**src/rtl/scl_pkg.sv**
```systemverilog
package scl_pkg;

   // ==========================================================================
   // Register map
   localparam logic [4:0]  CFG_REG_ADDR      = 5'h1e;
   localparam logic [15:0] CFG_REG_RESET     = 16'h0000;
   localparam int          CFG_BIT_LOW_RATE  = 8;
   localparam int          CFG_BIT_FIXED     = 9;
   localparam int          CFG_BIT_ADV_FD    = 10;
   localparam int          CFG_BIT_PASS_OFF  = 11;
   localparam int          CFG_BIT_AN_OFF    = 14;
   localparam int          CFG_BIT_ADV_HD    = 15;
   localparam int          CFG_BIT_SHORT_FO  = 5;
   localparam int          CFG_BIT_LONG_WL   = 6;
   localparam int          CFG_BIT_FIBER_IF  = 7;

   // ==========================================================================
   // Strap timing
   localparam int STRAP_SETTLE_NS = 2000;
   localparam int CLK_FREQ_MHZ    = 125;
   localparam int STRAP_SETTLE_CYC = (STRAP_SETTLE_NS * CLK_FREQ_MHZ + 999) / 1000;
   localparam int SETTLE_CNT_W     = 8;
   localparam logic [SETTLE_CNT_W-1:0] SETTLE_LAST =
      SETTLE_CNT_W'(STRAP_SETTLE_CYC - 1);
   localparam logic [SETTLE_CNT_W-1:0] SETTLE_CNT_RESET = 8'h00;

   // ==========================================================================
   // Strap levels
   typedef enum logic [1:0] {
      LVL_GND = 2'h0,
      LVL_MID = 2'h1,
      LVL_VCC = 2'h2
   } scl_lvl_e;

   typedef enum logic [1:0] {
      FIB_GND      = 2'h0,
      FIB_THIRD    = 2'h1,
      FIB_TWOTHIRD = 2'h2,
      FIB_VCC      = 2'h3
   } scl_fib_e;

   // ==========================================================================
   // Loader states and operating modes
   typedef enum logic [2:0] {
      ST_SETTLE = 3'b001,
      ST_LOAD   = 3'b010,
      ST_RUN    = 3'b100
   } scl_state_e;

   typedef enum logic [4:0] {
      MODE_FORCED_10   = 5'b00001,
      MODE_FORCED_100  = 5'b00010,
      MODE_HALF_ONLY   = 5'b00100,
      MODE_BOTH_DUPLEX = 5'b01000,
      MODE_PASSTHROUGH = 5'b10000
   } scl_mode_e;

   localparam scl_mode_e MODE_RESET = MODE_BOTH_DUPLEX;

endpackage : scl_pkg

```
**src/rtl/scl_strap_if.sv**
```systemverilog
`timescale 1ns/1ps

interface scl_strap_if;
   import scl_pkg::*;

   // Index 0 is the duplex strap, index 1 the rate strap.
   logic [1:0] cmp [2];
   scl_lvl_e   lvl [2];

   modport loader  (output cmp, input lvl);
   modport decoder (input cmp, output lvl);

endinterface : scl_strap_if

```
**src/rtl/scl_strap_decode.sv**
```systemverilog
`timescale 1ns/1ps

module scl_strap_decode
   import scl_pkg::*;
(
   scl_strap_if.decoder s
);

   // ==========================================================================
   // Three level resolve
   // Bit 0 is the quarter-supply comparator, bit 1 the three-quarter one.
   // An open pin floats to mid supply through the internal divider.
   // A torn code with only the upper comparator set is treated as mid, the
   // same answer an open pin gives.
   for (genvar g = 0; g < 2; g++) begin : g_res
      always_comb begin
         unique case (s.cmp[g])
            2'b00:   s.lvl[g] = LVL_GND;
            2'b11:   s.lvl[g] = LVL_VCC;
            default: s.lvl[g] = LVL_MID;
         endcase
      end
   end

endmodule : scl_strap_decode

```
**src/rtl/scl_loader.sv**
```systemverilog
// Notes on behaviour
// - Fiber strap at third sets bit 7.
// - Fiber strap at supply sets bit 5.
// - Fiber strap at two-thirds sets bit 6.
// - Fiber strap at ground clears bits 7..5.
// - Management writes retune quantizer via bits 7..5.
// - Short fiber raises signal detect thresholds.
// - Duplex strap loads bits 11, 10, 15.
// - Rate strap loads bits 14, 9, 8.
// - Duplex and rate straps resolve three levels.
// - Management writes override strap defaults.
// - Straps sampled once microseconds after power-up.
// - Mode follows the stored word, so management writes move it too.
// - Rate forces speed; mid rate uses duplex.
`timescale 1ns/1ps

module scl_loader
   import scl_pkg::*;
(
   input  wire logic        ref_clk,
   input  wire logic        rst,
   input  wire logic [1:0]  fiber_if_strap,
   input  wire logic [1:0]  duplex_strap_cmp,
   input  wire logic [1:0]  rate_strap_cmp,
   input  wire logic [4:0]  mgmt_addr,
   input  wire logic        mgmt_wr_en,
   input  wire logic [15:0] mgmt_wdata,
   input  wire logic        mgmt_rd_en,
   output logic      [15:0] mgmt_rdata,
   output logic             mgmt_rd_valid,
   output logic             straps_loaded,
   output logic      [15:0] cfg_word,
   output logic             fiber_if_logic_sel,
   output logic             short_fiber_sel,
   output logic             long_wavelength_sel,
   output logic             sd_thr_raised,
   output logic      [2:0]  quant_sens,
   output logic             passthrough_off,
   output logic             adv_full_dup_off,
   output logic             adv_half_dup_off,
   output logic             autoneg_disable,
   output logic             fixed_rate_sel,
   output logic             low_rate_sel,
   output logic      [4:0]  op_mode
);

   // ==========================================================================
   // State
   typedef struct packed {
      scl_state_e                state;
      logic [SETTLE_CNT_W-1:0]   cnt;
      logic [15:0]               cfg;
      logic [15:0]               rdata;
      logic                      rd_valid;
      logic                      loaded;
      scl_mode_e                 mode;
   } scl_loader_s;

   localparam scl_loader_s LOADER_RESET = '{
      state:    ST_SETTLE,
      cnt:      SETTLE_CNT_RESET,
      cfg:      CFG_REG_RESET,
      rdata:    16'h0000,
      rd_valid: 1'b0,
      loaded:   1'b0,
      mode:     MODE_RESET
   };

   scl_loader_s st_ff;
   scl_loader_s nxt_st;

   // ==========================================================================
   // Strap level resolve
   scl_strap_if strap ();

   assign strap.cmp[0] = duplex_strap_cmp;
   assign strap.cmp[1] = rate_strap_cmp;

   scl_strap_decode u_decode (
      .s (strap.decoder)
   );

   scl_lvl_e duplex_lvl;
   scl_lvl_e rate_lvl;

   assign duplex_lvl = strap.lvl[0];
   assign rate_lvl   = strap.lvl[1];

   // ==========================================================================
   // Strap to default decode
   // Only bits in the mask are loaded from the pins; the other bits of the
   // word keep their stored value, which is still zero at that point.
   logic [15:0] strap_cfg;
   logic [15:0] strap_mask;

   always_comb begin
      strap_cfg  = 16'h0000;
      strap_mask = 16'h0000;
      strap_mask[CFG_BIT_FIBER_IF] = 1'b1;
      strap_mask[CFG_BIT_LONG_WL]  = 1'b1;
      strap_mask[CFG_BIT_SHORT_FO] = 1'b1;
      strap_mask[CFG_BIT_PASS_OFF] = 1'b1;
      strap_mask[CFG_BIT_ADV_FD]   = 1'b1;
      strap_mask[CFG_BIT_ADV_HD]   = 1'b1;
      strap_mask[CFG_BIT_AN_OFF]   = 1'b1;
      strap_mask[CFG_BIT_FIXED]    = 1'b1;
      strap_mask[CFG_BIT_LOW_RATE] = 1'b1;

      unique case (scl_fib_e'(fiber_if_strap))
         FIB_GND: begin
            strap_cfg[CFG_BIT_FIBER_IF] = 1'b0;
            strap_cfg[CFG_BIT_LONG_WL]  = 1'b0;
            strap_cfg[CFG_BIT_SHORT_FO] = 1'b0;
         end
         FIB_THIRD: begin
            strap_cfg[CFG_BIT_FIBER_IF] = 1'b1;
            strap_cfg[CFG_BIT_LONG_WL]  = 1'b0;
            strap_cfg[CFG_BIT_SHORT_FO] = 1'b0;
         end
         FIB_TWOTHIRD: begin
            strap_cfg[CFG_BIT_FIBER_IF] = 1'b0;
            strap_cfg[CFG_BIT_LONG_WL]  = 1'b1;
            strap_cfg[CFG_BIT_SHORT_FO] = 1'b0;
         end
         FIB_VCC: begin
            strap_cfg[CFG_BIT_FIBER_IF] = 1'b0;
            strap_cfg[CFG_BIT_LONG_WL]  = 1'b0;
            strap_cfg[CFG_BIT_SHORT_FO] = 1'b1;
         end
      endcase

      unique case (duplex_lvl)
         LVL_GND: begin
            strap_cfg[CFG_BIT_PASS_OFF] = 1'b1;
            strap_cfg[CFG_BIT_ADV_FD]   = 1'b1;
            strap_cfg[CFG_BIT_ADV_HD]   = 1'b0;
         end
         LVL_MID: begin
            strap_cfg[CFG_BIT_PASS_OFF] = 1'b0;
            strap_cfg[CFG_BIT_ADV_FD]   = 1'b0;
            strap_cfg[CFG_BIT_ADV_HD]   = 1'b0;
         end
         LVL_VCC: begin
            strap_cfg[CFG_BIT_PASS_OFF] = 1'b1;
            strap_cfg[CFG_BIT_ADV_FD]   = 1'b0;
            strap_cfg[CFG_BIT_ADV_HD]   = 1'b0;
         end
         // An illegal level code loads the open-pin values.
         default: begin
            strap_cfg[CFG_BIT_PASS_OFF] = 1'b0;
            strap_cfg[CFG_BIT_ADV_FD]   = 1'b0;
            strap_cfg[CFG_BIT_ADV_HD]   = 1'b0;
         end
      endcase

      unique case (rate_lvl)
         LVL_GND: begin
            strap_cfg[CFG_BIT_AN_OFF]   = 1'b1;
            strap_cfg[CFG_BIT_FIXED]    = 1'b1;
            strap_cfg[CFG_BIT_LOW_RATE] = 1'b1;
         end
         LVL_MID: begin
            strap_cfg[CFG_BIT_AN_OFF]   = 1'b0;
            strap_cfg[CFG_BIT_FIXED]    = 1'b0;
            strap_cfg[CFG_BIT_LOW_RATE] = 1'b0;
         end
         LVL_VCC: begin
            strap_cfg[CFG_BIT_AN_OFF]   = 1'b1;
            strap_cfg[CFG_BIT_FIXED]    = 1'b1;
            strap_cfg[CFG_BIT_LOW_RATE] = 1'b0;
         end
         // An illegal level code loads the open-pin values.
         default: begin
            strap_cfg[CFG_BIT_AN_OFF]   = 1'b0;
            strap_cfg[CFG_BIT_FIXED]    = 1'b0;
            strap_cfg[CFG_BIT_LOW_RATE] = 1'b0;
         end
      endcase
   end

   // ==========================================================================
   // Operating mode from the register contents
   // The mode is read back from the stored bits rather than the pins, so a
   // management override moves the mode with it and pins that wander later
   // have no say.
   function automatic scl_mode_e mode_of(input logic [15:0] c);
      scl_mode_e m;
      if (c[CFG_BIT_FIXED]) begin
         m = c[CFG_BIT_LOW_RATE] ? MODE_FORCED_10 : MODE_FORCED_100;
      end else if (!c[CFG_BIT_PASS_OFF]) begin
         m = MODE_PASSTHROUGH;
      end else if (c[CFG_BIT_ADV_FD]) begin
         m = MODE_HALF_ONLY;
      end else begin
         m = MODE_BOTH_DUPLEX;
      end
      return m;
   endfunction : mode_of

   // ==========================================================================
   // Next state
   logic cfg_hit;

   // Only one register is decoded; every other address reads as zero.
   assign cfg_hit = (mgmt_addr == CFG_REG_ADDR);

   always_comb begin
      nxt_st          = st_ff;
      nxt_st.rd_valid = 1'b0;

      unique case (st_ff.state)
         ST_SETTLE: begin
            // The wait is a fixed count of clocks; a slower clock stretches
            // it, which only adds margin for the straps to settle.
            if (st_ff.cnt == SETTLE_LAST) begin
               nxt_st.state = ST_LOAD;
            end else begin
               nxt_st.cnt = st_ff.cnt + SETTLE_CNT_W'(1);
            end
         end
         ST_LOAD: begin
            // The pins feed only this branch, so later movement on them
            // cannot reach the stored word.
            nxt_st.cfg    = (st_ff.cfg & ~strap_mask) | strap_cfg;
            nxt_st.loaded = 1'b1;
            nxt_st.state  = ST_RUN;
         end
         ST_RUN: begin
            // Writes before the load are dropped, so a host write can never
            // race the one strap sample.
            // management override
            if (mgmt_wr_en && cfg_hit) begin
               nxt_st.cfg = mgmt_wdata;
            end
         end
         default: begin
            nxt_st = LOADER_RESET;
         end
      endcase

      // mode from the stored word
      // Before the load the stored word is still zero, which would decode as
      // passthrough, so the mode keeps its reset value until the straps land.
      if (nxt_st.loaded) begin
         nxt_st.mode = mode_of(nxt_st.cfg);
      end else begin
         nxt_st.mode = MODE_RESET;
      end

      // A read in the cycle of a write returns the old word.
      if (mgmt_rd_en) begin
         nxt_st.rd_valid = 1'b1;
         nxt_st.rdata    = cfg_hit ? st_ff.cfg : 16'h0000;
      end
   end

   // ==========================================================================
   // Registers
   // Reset is synchronous; the settle count starts again on each release.
   always_ff @(posedge ref_clk) begin
      if (rst) begin
         st_ff <= LOADER_RESET;
      end else begin
         st_ff <= nxt_st;
      end
   end

   // ==========================================================================
   // Outputs
   // Every output is a bit of the state register, so none of them can
   // glitch while the next word is being formed.
   assign mgmt_rdata          = st_ff.rdata;
   assign mgmt_rd_valid       = st_ff.rd_valid;
   assign straps_loaded       = st_ff.loaded;
   assign cfg_word            = st_ff.cfg;
   assign fiber_if_logic_sel  = st_ff.cfg[CFG_BIT_FIBER_IF];
   assign short_fiber_sel     = st_ff.cfg[CFG_BIT_SHORT_FO];
   assign long_wavelength_sel = st_ff.cfg[CFG_BIT_LONG_WL];
   assign sd_thr_raised       = st_ff.cfg[CFG_BIT_SHORT_FO];
   assign quant_sens          = st_ff.cfg[CFG_BIT_FIBER_IF:CFG_BIT_SHORT_FO];
   assign passthrough_off     = st_ff.cfg[CFG_BIT_PASS_OFF];
   assign adv_full_dup_off    = st_ff.cfg[CFG_BIT_ADV_FD];
   assign adv_half_dup_off    = st_ff.cfg[CFG_BIT_ADV_HD];
   assign autoneg_disable     = st_ff.cfg[CFG_BIT_AN_OFF];
   assign fixed_rate_sel      = st_ff.cfg[CFG_BIT_FIXED];
   assign low_rate_sel        = st_ff.cfg[CFG_BIT_LOW_RATE];
   assign op_mode             = st_ff.mode;

endmodule : scl_loader

```
**config.mk**
```make
export PLATFORM = sky130hd
export DESIGN_NAME = scl_loader
export DESIGN_NICKNAME = d
export VERILOG_FILES = /design/src/rtl/scl_pkg.sv /design/src/rtl/scl_strap_if.sv /design/src/rtl/scl_strap_decode.sv /design/src/rtl/scl_loader.sv
export SDC_FILE = /design/constraint.sdc
export NUM_CORES = 1
export LEC_CHECK = 0
export BUFFER_PORTS_ARGS = -buffer_cell sky130_fd_sc_hd__clkbuf_2
export CORE_UTILIZATION = 53
export CTS_BUF_LIST = sky130_fd_sc_hd__clkbuf_8 sky130_fd_sc_hd__clkbuf_16
export CTS_CLUSTER_SIZE = 30
export DETAILED_ROUTE_END_ITERATION = 6
export MAX_ROUTING_LAYER = met4
export PLACE_DENSITY = 0.84
export RECOVER_POWER = 100
export SYNTH_ARGS = -nofsm -noshare
export SYNTH_HDL_FRONTEND = slang
export SYNTH_SLANG_ARGS = --single-unit
```
**constraint.sdc**
```tcl
create_clock -name ref_clk -period 3.2 [get_ports ref_clk]
set_input_delay 0.48 -clock ref_clk [delete_from_list [all_inputs] [get_ports ref_clk]]
set_output_delay 0.48 -clock ref_clk [all_outputs]
set_load 0.01 [all_outputs]
```
==> results_dict.tcl, run 1 <==
set metrics [dict create \
    fin_crit_sh 0.6940 \
    overflow 0 \
    synthDistinctLibCells 47 \
    net_count_of_the_mapped_netlist 285 \
    cts-root-buf "clkbuf_8" \
    synth.area.mux_share 0.004329 \
    pin_count 83 \
    largest_family_of_logic_cells_by_synthesized_area "simple AND/OR/NAND/NOR gates" \
    n_antenna_cell 0 \
    die_height_um 68.05 \
    synth.top_cell.area_share 0.4329 \
    synth_warnings 0 \
    grt_util_all_layers 0.2208 \
    synth-async-reset-ratio 0 \
    floorplan.initialDensity 0.5658 \
    drt-met1-wl_um 2161 \
    fin_nets 325 \
    port-buffer-count 82 \
    gp_congestion 0.8345 \
    most-common-layout-cells "clkbuf_1, dfxtp_1, nor2_1, clkbuf_2, a22oi_1" \
    cts.repair.resized 0 \
    post-route-drc-count 0 \
    slew_headroom 0.007015 \
    post_cts.repair.setup_buffers 0 \
    highest_layer "met4" \
    clock_tree.htree_level_count 2 \
    final.hold.worst_slack_ns 0.4461 \
    path_clk_slew_ns 0.08 \
    layout_commonest_cell "clkbuf_1" \
    crit_path_max_incr_delay_ns 1.06 \
    detail-route-antenna-nets 0 \
    start_kind "register" \
    fmax_mhz 450.3 \
    via_per_inst 5.357 \
    setup_viol 0 \
    worstPathCellList "nand3b_4 > a21oi_1 > a22oi_1 > nor2_1" \
    yosys.area_share.adder 0.02165 \
    number_of_global_route_vias_before_repair 1497 \
    seq_area_frac_synth 0.4329 \
    power.static_leakage_nw 1.032 \
    routed-via-count 1816 \
    synth_area_leader_cell "dfxtp_1" \
    timing.critical_path.slowest_stage_cell "a21oi_1" \
    drive_gt1_frac 0.1522 \
    rows 23 \
    unrepaired_setup_endpoints_after_global_routing "no" \
    routed_wl_um 4921 \
    drt-pass1-iter-count 4 \
    clock_tree.buffer_depth 2 \
    regArea_mm2 0.001001 \
    worst-slew-pin-transition_ns 1.489 \
    die_x_um 68.05 \
    totalPowerFinal_mw 1.040 \
    critPathRequiredTime_ns 3.42 \
    cts_buf_count 5 \
    utilization 0.5980 \
    worst-path-max-fanout 16 \
    drt-initial-drc-count 154 \
    yosys_register_bits 50 \
    synth_area_in_compound_gates 0.1672 \
    multi_input_area_um2 915.9 \
    wl_per_cell_um 14.52 \
    grt_max_degree 37 \
    end_kind "register" \
    synth_cells 250 \
    critPathKind "reg -> reg" \
    final_hold_viol_count 0 \
    yosys.area_share.simple 0.1840 \
    cts_sinks 50 \
    synth-xor-area-share 0.02652 \
    antenna_found_initial 0 \
    clock-skew-final_ns 0.003875 \
    outcome "finished, violations left" \
    p_per_area_mw_per_mm2 425.6 \
    dr_wl_met3_um 337 \
    synth-edff-count 0 \
    cts_tree "built" \
    postSynth.topFlopCell "dfxtp_1" \
    dr_wl_met2_um 2351 \
    placedInstanceArea_mm2 0.002445 \
    avgSynthCellArea_um2 9.249 \
    timing.setup.tns_ns 0 \
    synthToLayoutAreaGrowth_pct 5.682 \
    drv_slew 0 \
    violations "max-capacitance violations" \
    post_synth_main_area_contributors "dfxtp_1, buf_4, a22oi_1, nor2_1, ha_1" \
    drv.max_cap_violation_count 1 \
    clkLatencyLatePin_ns 0.30 \
    post_cts_hold_buffer_count 0 \
    hp-class "in -> reg" \
    fp.dieArea_mm2 0.004631 \
    fin_crit_ns 2.221 \
    core_area_mm2 0.004086 \
    hpwl_um 3583 \
    grt_pass1_wl_um 7258 \
    fill_cells 380 \
    cp.arrival_ns 2.44 \
    finalInstanceArea_mm2 0.002444 \
    syn_area_mm2 0.002312 \
    irDropWorstVdd_uv 231.7 \
]
## power breakdown
group          internal (mW)  leakage (nW)  switching (mW)
sequential             0.625         0.404         0.00414
combinational         0.0234         0.585          0.0330
clock                  0.167        0.0431           0.187
## worst max-delay path: cells and delay by family, from the launching register on
kind / cells / cell delay (ns)
AO/OA/AOI/OAI: 2 / 1.22
AND/OR/NAND/NOR: 2 / 0.36
flip-flops: 1 / 0.56
## metal layers
metal / vias up / GRT usage
met1: 835 / 0.2824
met2: 68 / 0.3346
met3: 8 / 0.06167
met5: - / -
met4: 0 / 0.07031
li1: 905 / -
## stage by stage
stage | setup slack [ns] | cells
floorplan | 1.549 | 250
global placement | 1.295 | 333
detailed placement | 1.230 | 333
CTS | 1.220 | 339
global route | 0.7169 | 339
finish | 0.9791 | 339
## final timing paths
check	from	to	slack (ns)	cells past startpoint
setup reg to reg	st_ff[49]	mgmt_rdata[5]	0.98	4
hold reg to reg	mgmt_rdata[7]	mgmt_rdata[7]	0.51	2
hold / removal	mgmt_wdata[3]	cfg_word[3]	0.45	3
setup / recovery	st_ff[49]	mgmt_rdata[5]	0.98	4
## cells in the mapped netlist (2+ instances only)
cell	number
a22oi_1	24
nand3_1	3
dfxtp_1	50
a21oi_1	6
and3_1	3
clkbuf_1	6
nand4_1	2
nor3_1	2
ha_1	4
nor2_1	46
buf_4	42
nor2b_1	2
xor2_1	5
a31oi_1	2
xnor2_1	2
a21o_1	2
buf_2	2
nand2b_1	3
nand2_1	8
a222oi_1	2
a221oi_1	2
inv_1	7
## layout make-up
cell class,instances,area share
Clock buffer,6,0.03379
Inverter,8,0.01229
Multi-Input combinational cell,142,0.3748
Sequential cell,50,0.4096
Tap cell,50,0.02560
Timing Repair Buffer,83,0.1439
## logic make-up (layout without fill, tap and decap cells)
logic type	after synthesis	after routing
simple gates	81	81
compound gates	49	49
xor+xnor	7	7
mux	1	1
fa+ha+maj	4	4
buf+inv	58	97
flops	50	50
## registers in the layout (all words and copies together), names as in the netlist
name / count
op_mode: 5
mgmt_rd_valid: 1
st_ff: 11
cfg_word: 16
straps_loaded: 1
mgmt_rdata: 16
No activity file was read; power rests on OpenSTA's default activity.
==> inputs of run 2 (changes only) <==
--- a/config.mk
+++ b/config.mk
@@ -6,12 +6,12 @@
 export NUM_CORES = 1
 export LEC_CHECK = 0
 export BUFFER_PORTS_ARGS = -buffer_cell sky130_fd_sc_hd__clkbuf_2
-export CORE_UTILIZATION = 53
+export CORE_UTILIZATION = 44
 export CTS_BUF_LIST = sky130_fd_sc_hd__clkbuf_8 sky130_fd_sc_hd__clkbuf_16
 export CTS_CLUSTER_SIZE = 30
 export DETAILED_ROUTE_END_ITERATION = 6
 export MAX_ROUTING_LAYER = met4
-export PLACE_DENSITY = 0.84
+export PLACE_DENSITY = 0.75
 export RECOVER_POWER = 100
 export SYNTH_ARGS = -nofsm -noshare
 export SYNTH_HDL_FRONTEND = slang
==> constraint.sdc (replaced) <==
create_clock -name ref_clk -period 1.9 [get_ports ref_clk]
set_input_delay 0.285 -clock ref_clk [delete_from_list [all_inputs] [get_ports ref_clk]]
set_output_delay 0.285 -clock ref_clk [all_outputs]
set_load 0.01 [all_outputs]
==> run 2 against run 1 <==
  * The run now ends clean
  * Critical endpoint is now op_mode[1]
  * Worst setup slack worse by 0.71 ns
  * Largest cell class unchanged
  * Sequential power rose by 68%
  * Cell area rose by 3.1%
==> results_dict.tcl, run 2 (synthesis gave the netlist of run 1 again) <==
set metrics [dict create \
    outcome "completed" \
    floorplan.initialDensity 0.4556 \
    fmax_mhz 613.5 \
    rows 26 \
    fill_cells 531 \
    antenna_found_initial 0 \
    cts_buf_count 5 \
    post_cts_hold_buffer_count 0 \
    irDropWorstVdd_uv 248.1 \
    path_clk_slew_ns 0.09 \
    grt_util_all_layers 0.1771 \
    gp_congestion 0.8156 \
    power.share.clock 0.353 \
    final.hold.worst_slack_ns 0.2340 \
    crit_family "compound AO/OA/AOI/OAI gates" \
    final_hold_viol_count 0 \
    clock-skew-final_ns 0.009309 \
    drive_gt1_frac 0.1757 \
    p_per_area_mw_per_mm2 709.9 \
    fin_crit_sh 0.8578 \
    critical_path_buf_inv_count 0 \
    internal_power_mw 1.389 \
    critPathRequiredTime_ns 2.15 \
    regArea_mm2 0.001001 \
    worstPathCellList "nand3b_4 > o21ai_2 > a222oi_1 > and3_1" \
    clock_tree.buffer_depth 2 \
    fp.dieArea_mm2 0.005549 \
    fin_nets 330 \
    synthToLayoutAreaGrowth_pct 8.983 \
    drt-initial-drc-count 110 \
    post-route-drc-count 0 \
    drv_slew 0 \
    routed-via-count 1849 \
    layout_commonest_cell "clkbuf_1" \
    worst-path-max-fanout 9 \
    post_cts.repair.setup_buffers 0 \
    timing.setup.tns_ns 0 \
    worst-slew-pin-transition_ns 0.7688 \
    hpwl_um 3527 \
    timing.critical_path.slowest_stage_cell "a222oi_1" \
    netSwitchingPower_uw 399.8 \
    grt_pass1_wl_um 7217 \
    cts_sinks 50 \
    netSwitchingFraction 0.2235 \
    power.static_leakage_nw 1.057 \
    clock_tree.htree_level_count 2 \
    overflow 0 \
    drv.max_cap_violation_count 0 \
    pin_count 83 \
    setup_viol 0 \
    most-common-layout-cells "clkbuf_1, dfxtp_1, nor2_1, clkbuf_2, a22oi_1" \
    routed_wl_um 4672 \
    cts.repair.resized 0 \
    grt_max_degree 19 \
    port-buffer-count 82 \
    multi_input_area_um2 925.9 \
    number_of_global_route_vias_before_repair 1599 \
    unrepaired_setup_endpoints_after_global_routing "no" \
    cts_tree "built" \
    pwr-share-comb 0.054 \
    cp.arrival_ns 1.88 \
    hp-class "in -> reg" \
    wl_per_cell_um 12.77 \
    core_area_mm2 0.005075 \
    slew_headroom 0.4875 \
    via_per_inst 5.052 \
    crit_path_max_incr_delay_ns 0.49 \
    n_antenna_cell 0 \
    critPathKind "reg -> reg" \
    die_x_um 74.49 \
    end_kind "register" \
    drt-pass1-iter-count 4 \
    share_seq_of_total_power 0.593 \
    fin_crit_ns 1.630 \
    clkLatencyLatePin_ns 0.30 \
    start_kind "register" \
    die_height_um 74.49 \
    cts-root-buf "clkbuf_8" \
    detail-route-antenna-nets 0 \
]
[run 2: final timing paths]
check | start | endpoint | slack [ns] | cells after the start
max | st_ff[48] | op_mode[1] | 0.27 | 4
min reg2reg | mgmt_rdata[6] | mgmt_rdata[6] | 0.50 | 2
max reg2reg | st_ff[48] | op_mode[1] | 0.27 | 4
min | mgmt_wdata[13] | cfg_word[13] | 0.23 | 3
[run 2: tightest hold or removal path, cell delays in order]
cell and delay [ns]:
clkbuf_2 0.07, a22oi_1 0.06, nor2_1 0.07
[run 2: area by class of cell]
class,count,area share
tap,70,0.03476
clock inverter,2,0.004965
inverter,8,0.01192
sequential,50,0.3972
multi-input combinational,142,0.3674
timing repair buffer,88,0.1509
clock buffer,6,0.03277
[run 2: stage by stage]
step	std cells	power, mW	area [um^2]	setup slack (ns)	util
2_1_floorplan	250	1.131	2312	0.4441	-
3_3_place_gp	358	1.183	2507	0.2771	0.4941
3_5_place_dp	358	1.183	2507	0.2341	0.4941
4_1_cts	366	1.809	2603	0.2927	0.5128
5_1_grt	366	1.851	2520	0.1119	0.4965
6_report	366	1.789	2520	0.2701	0.4965
[run 2: power groups by stage]
stage | registers [mW] | logic [mW] | clock network (mW)
finish | 1.06 | 0.0970 | 0.632
global route | 1.06 | 0.106 | 0.683
CTS | 1.06 | 0.0985 | 0.650
global placement | 1.08 | 0.0984 | 0
floorplan | 1.08 | 0.0468 | 0
detailed placement | 1.08 | 0.0979 | 0
[run 2: routing by layer]
layer / wire length [um] / GRT usage
met5: 0 / -
met4: 44 / 0.05660
met3: 300 / 0.03388
met2: 2155 / 0.2943
met1: 2171 / 0.2155
==> inputs of run 3 (changes only) <==
--- a/config.mk
+++ b/config.mk
@@ -13,6 +13,7 @@
 export MAX_ROUTING_LAYER = met4
 export PLACE_DENSITY = 0.75
 export RECOVER_POWER = 100
+export REMOVE_ABC_BUFFERS = 1
 export SYNTH_ARGS = -nofsm -noshare
 export SYNTH_HDL_FRONTEND = slang
 export SYNTH_SLANG_ARGS = --single-unit
==> constraint.sdc (replaced) <==
create_clock -name ref_clk -period 1.9 [get_ports ref_clk]
set_input_delay 0.19 -clock ref_clk [delete_from_list [all_inputs] [get_ports ref_clk]]
set_output_delay 0.19 -clock ref_clk [all_outputs]
set_load 0.01 [all_outputs]
==> run 3 against run 2 <==
  * Flip-flop and latch count unchanged
  * Clock power up 40%
  * Routed wire length grew 0.19%
  * Cell count shrank 0.82%
  * Non-clock buffer count fell by 3
  * Combinational power down 2.9%
  * Critical path depth is the same
  * Maximum frequency decreased by 7.8%
  * Critical endpoint is now op_mode[2]
==> results_dict.tcl, run 3 (synthesis gave the netlist of run 1 again) <==
set metrics [dict create \
    synthToLayoutAreaGrowth_pct 10.28 \
    detail-route-antenna-nets 0 \
    fmax_mhz 565.8 \
    p_per_area_mw_per_mm2 799.2 \
    most-common-layout-cells "clkbuf_1, dfxtp_1, nor2_1, clkbuf_2, a22oi_1" \
    slew_headroom 0.6409 \
    clock_tree.htree_level_count 2 \
    antenna_found_initial 0 \
    drt-initial-drc-count 85 \
    power.static_leakage_nw 1.070 \
    n_antenna_cell 0 \
    start_kind "register" \
    pwr-share-comb 0.046 \
    drive_gt1_frac 0.1672 \
    number_of_global_route_vias_before_repair 1459 \
    final_hold_viol_count 0 \
    drv_slew 0 \
    dpl.cell_count 355 \
    drt-pass1-iter-count 4 \
    setup_viol 0 \
    netSwitchingPower_uw 416.0 \
    fin_nets 327 \
    gp_congestion 0.8136 \
    hpwl_um 3464 \
    port-buffer-count 82 \
    cts-root-buf "clkbuf_8" \
    internal_power_mw 1.622 \
    grt_pass1_wl_um 6886 \
    timing.setup.tns_ns 0 \
    clkLatencyLatePin_ns 0.31 \
    clock_tree.buffer_depth 2 \
    cts_buf_count 5 \
    pin_count 83 \
    layout_commonest_cell "clkbuf_1" \
    netSwitchingFraction 0.2041 \
    post-route-drc-count 0 \
    final-instance-count-excl-fill 363 \
    routed-via-count 1800 \
    end_kind "register" \
    die_height_um 74.49 \
    cp.arrival_ns 1.98 \
    fp.dieArea_mm2 0.005549 \
    clock-skew-final_ns 0.01080 \
    crit_family "flip-flops" \
    drv.max_cap_violation_count 0 \
    placedInstanceArea_mm2 0.002485 \
    critPathKind "reg -> reg" \
    worst-slew-pin-transition_ns 0.5350 \
    timing.critical_path.slowest_stage_cell "dfxtp_1" \
    fin_crit_sh 0.9303 \
    fin_crit_ns 1.767 \
    post_cts_hold_buffer_count 0 \
    via_per_inst 4.959 \
    routed_wl_um 4681 \
    die_x_um 74.49 \
    floorplan.initialDensity 0.4556 \
    core_area_mm2 0.005075 \
    cts_sinks 50 \
    grt_max_degree 30 \
    finalInstanceArea_mm2 0.002550 \
    cts_tree "built" \
    outcome "completed" \
    cts.repair.resized 0 \
    worstPathCellList "or3b_1 > o21ai_4 > a221o_1 > nor4b_1" \
    share_seq_of_total_power 0.520 \
    path_clk_slew_ns 0.10 \
    crit_path_max_incr_delay_ns 0.58 \
    post_cts.repair.setup_buffers 0 \
    wl_per_cell_um 12.90 \
    hp-class "in -> reg" \
    critical_path_buf_inv_count 0 \
    irDropWorstVdd_uv 551.9 \
    rows 26 \
    power.share.clock 0.434 \
    critPathRequiredTime_ns 2.11 \
    worst-path-max-fanout 11 \
    unrepaired_setup_endpoints_after_global_routing "no" \
    grt_util_all_layers 0.1728 \
    overflow 0 \
]
-- run 3: worst paths after layout --
check                 startpoint            end  slack (ns)  depth (start not counted)
setup reg to reg       st_ff[49]     op_mode[2]        0.13                          4
hold / removal    mgmt_wdata[15]   cfg_word[15]        0.12                          3
setup / recovery       st_ff[49]     op_mode[2]        0.13                          4
hold reg to reg    mgmt_rdata[6]  mgmt_rdata[6]        0.50                          2
-- run 3: worst register-to-register path, stage by stage (launching register included) --
cell and delay (ns):
dfxtp_1 0.58, or3b_1 0.26, o21ai_4 0.13, a221o_1 0.40, nor4b_1 0.29
-- run 3: cell type report --
type | instances | area, um^2
clock inverter | 3 | 68.82
clock buffer | 5 | 68.82
inverter | 8 | 30.03
fill | 539 | 2525
multi-input combinational | 142 | 927.1
sequential | 50 | 1001
tap | 70 | 87.58
timing repair buffer | 85 | 366.6
-- run 3: power groups by stage --
stage                     logic, mW  registers [mW]  clock network, mW
after global routing          0.107            1.06              0.952
after global placement       0.0948            1.08                  0
after CTS                    0.0960            1.06              0.909
after detailed placement     0.0958            1.08                  0
after floorplan              0.0356            1.08                  0
final                        0.0942            1.06              0.884
-- run 3: metrics by stage --
step	total power [mW]	setup slack (ns)	utilization	hold slack [ns]
2_1_floorplan	1.119	0.2311	-	0.2591
3_3_place_gp	1.179	0.2148	0.4896	0.4338
3_5_place_dp	1.180	0.1970	0.4896	0.4390
4_1_cts	2.065	0.1644	0.5168	0.1075
5_1_grt	2.120	0.03560	0.5025	0.1332
6_report	2.038	0.1325	0.5025	0.1152
-- run 3: per-layer routing --
layer  GRT usage  wire length [um]  up-vias
li1            -                 -      910
met4     0.07547                42        0
met3     0.04607               235        2
met5           -                 0        -
met1      0.2189              2147      834
met2      0.2583              2256       54
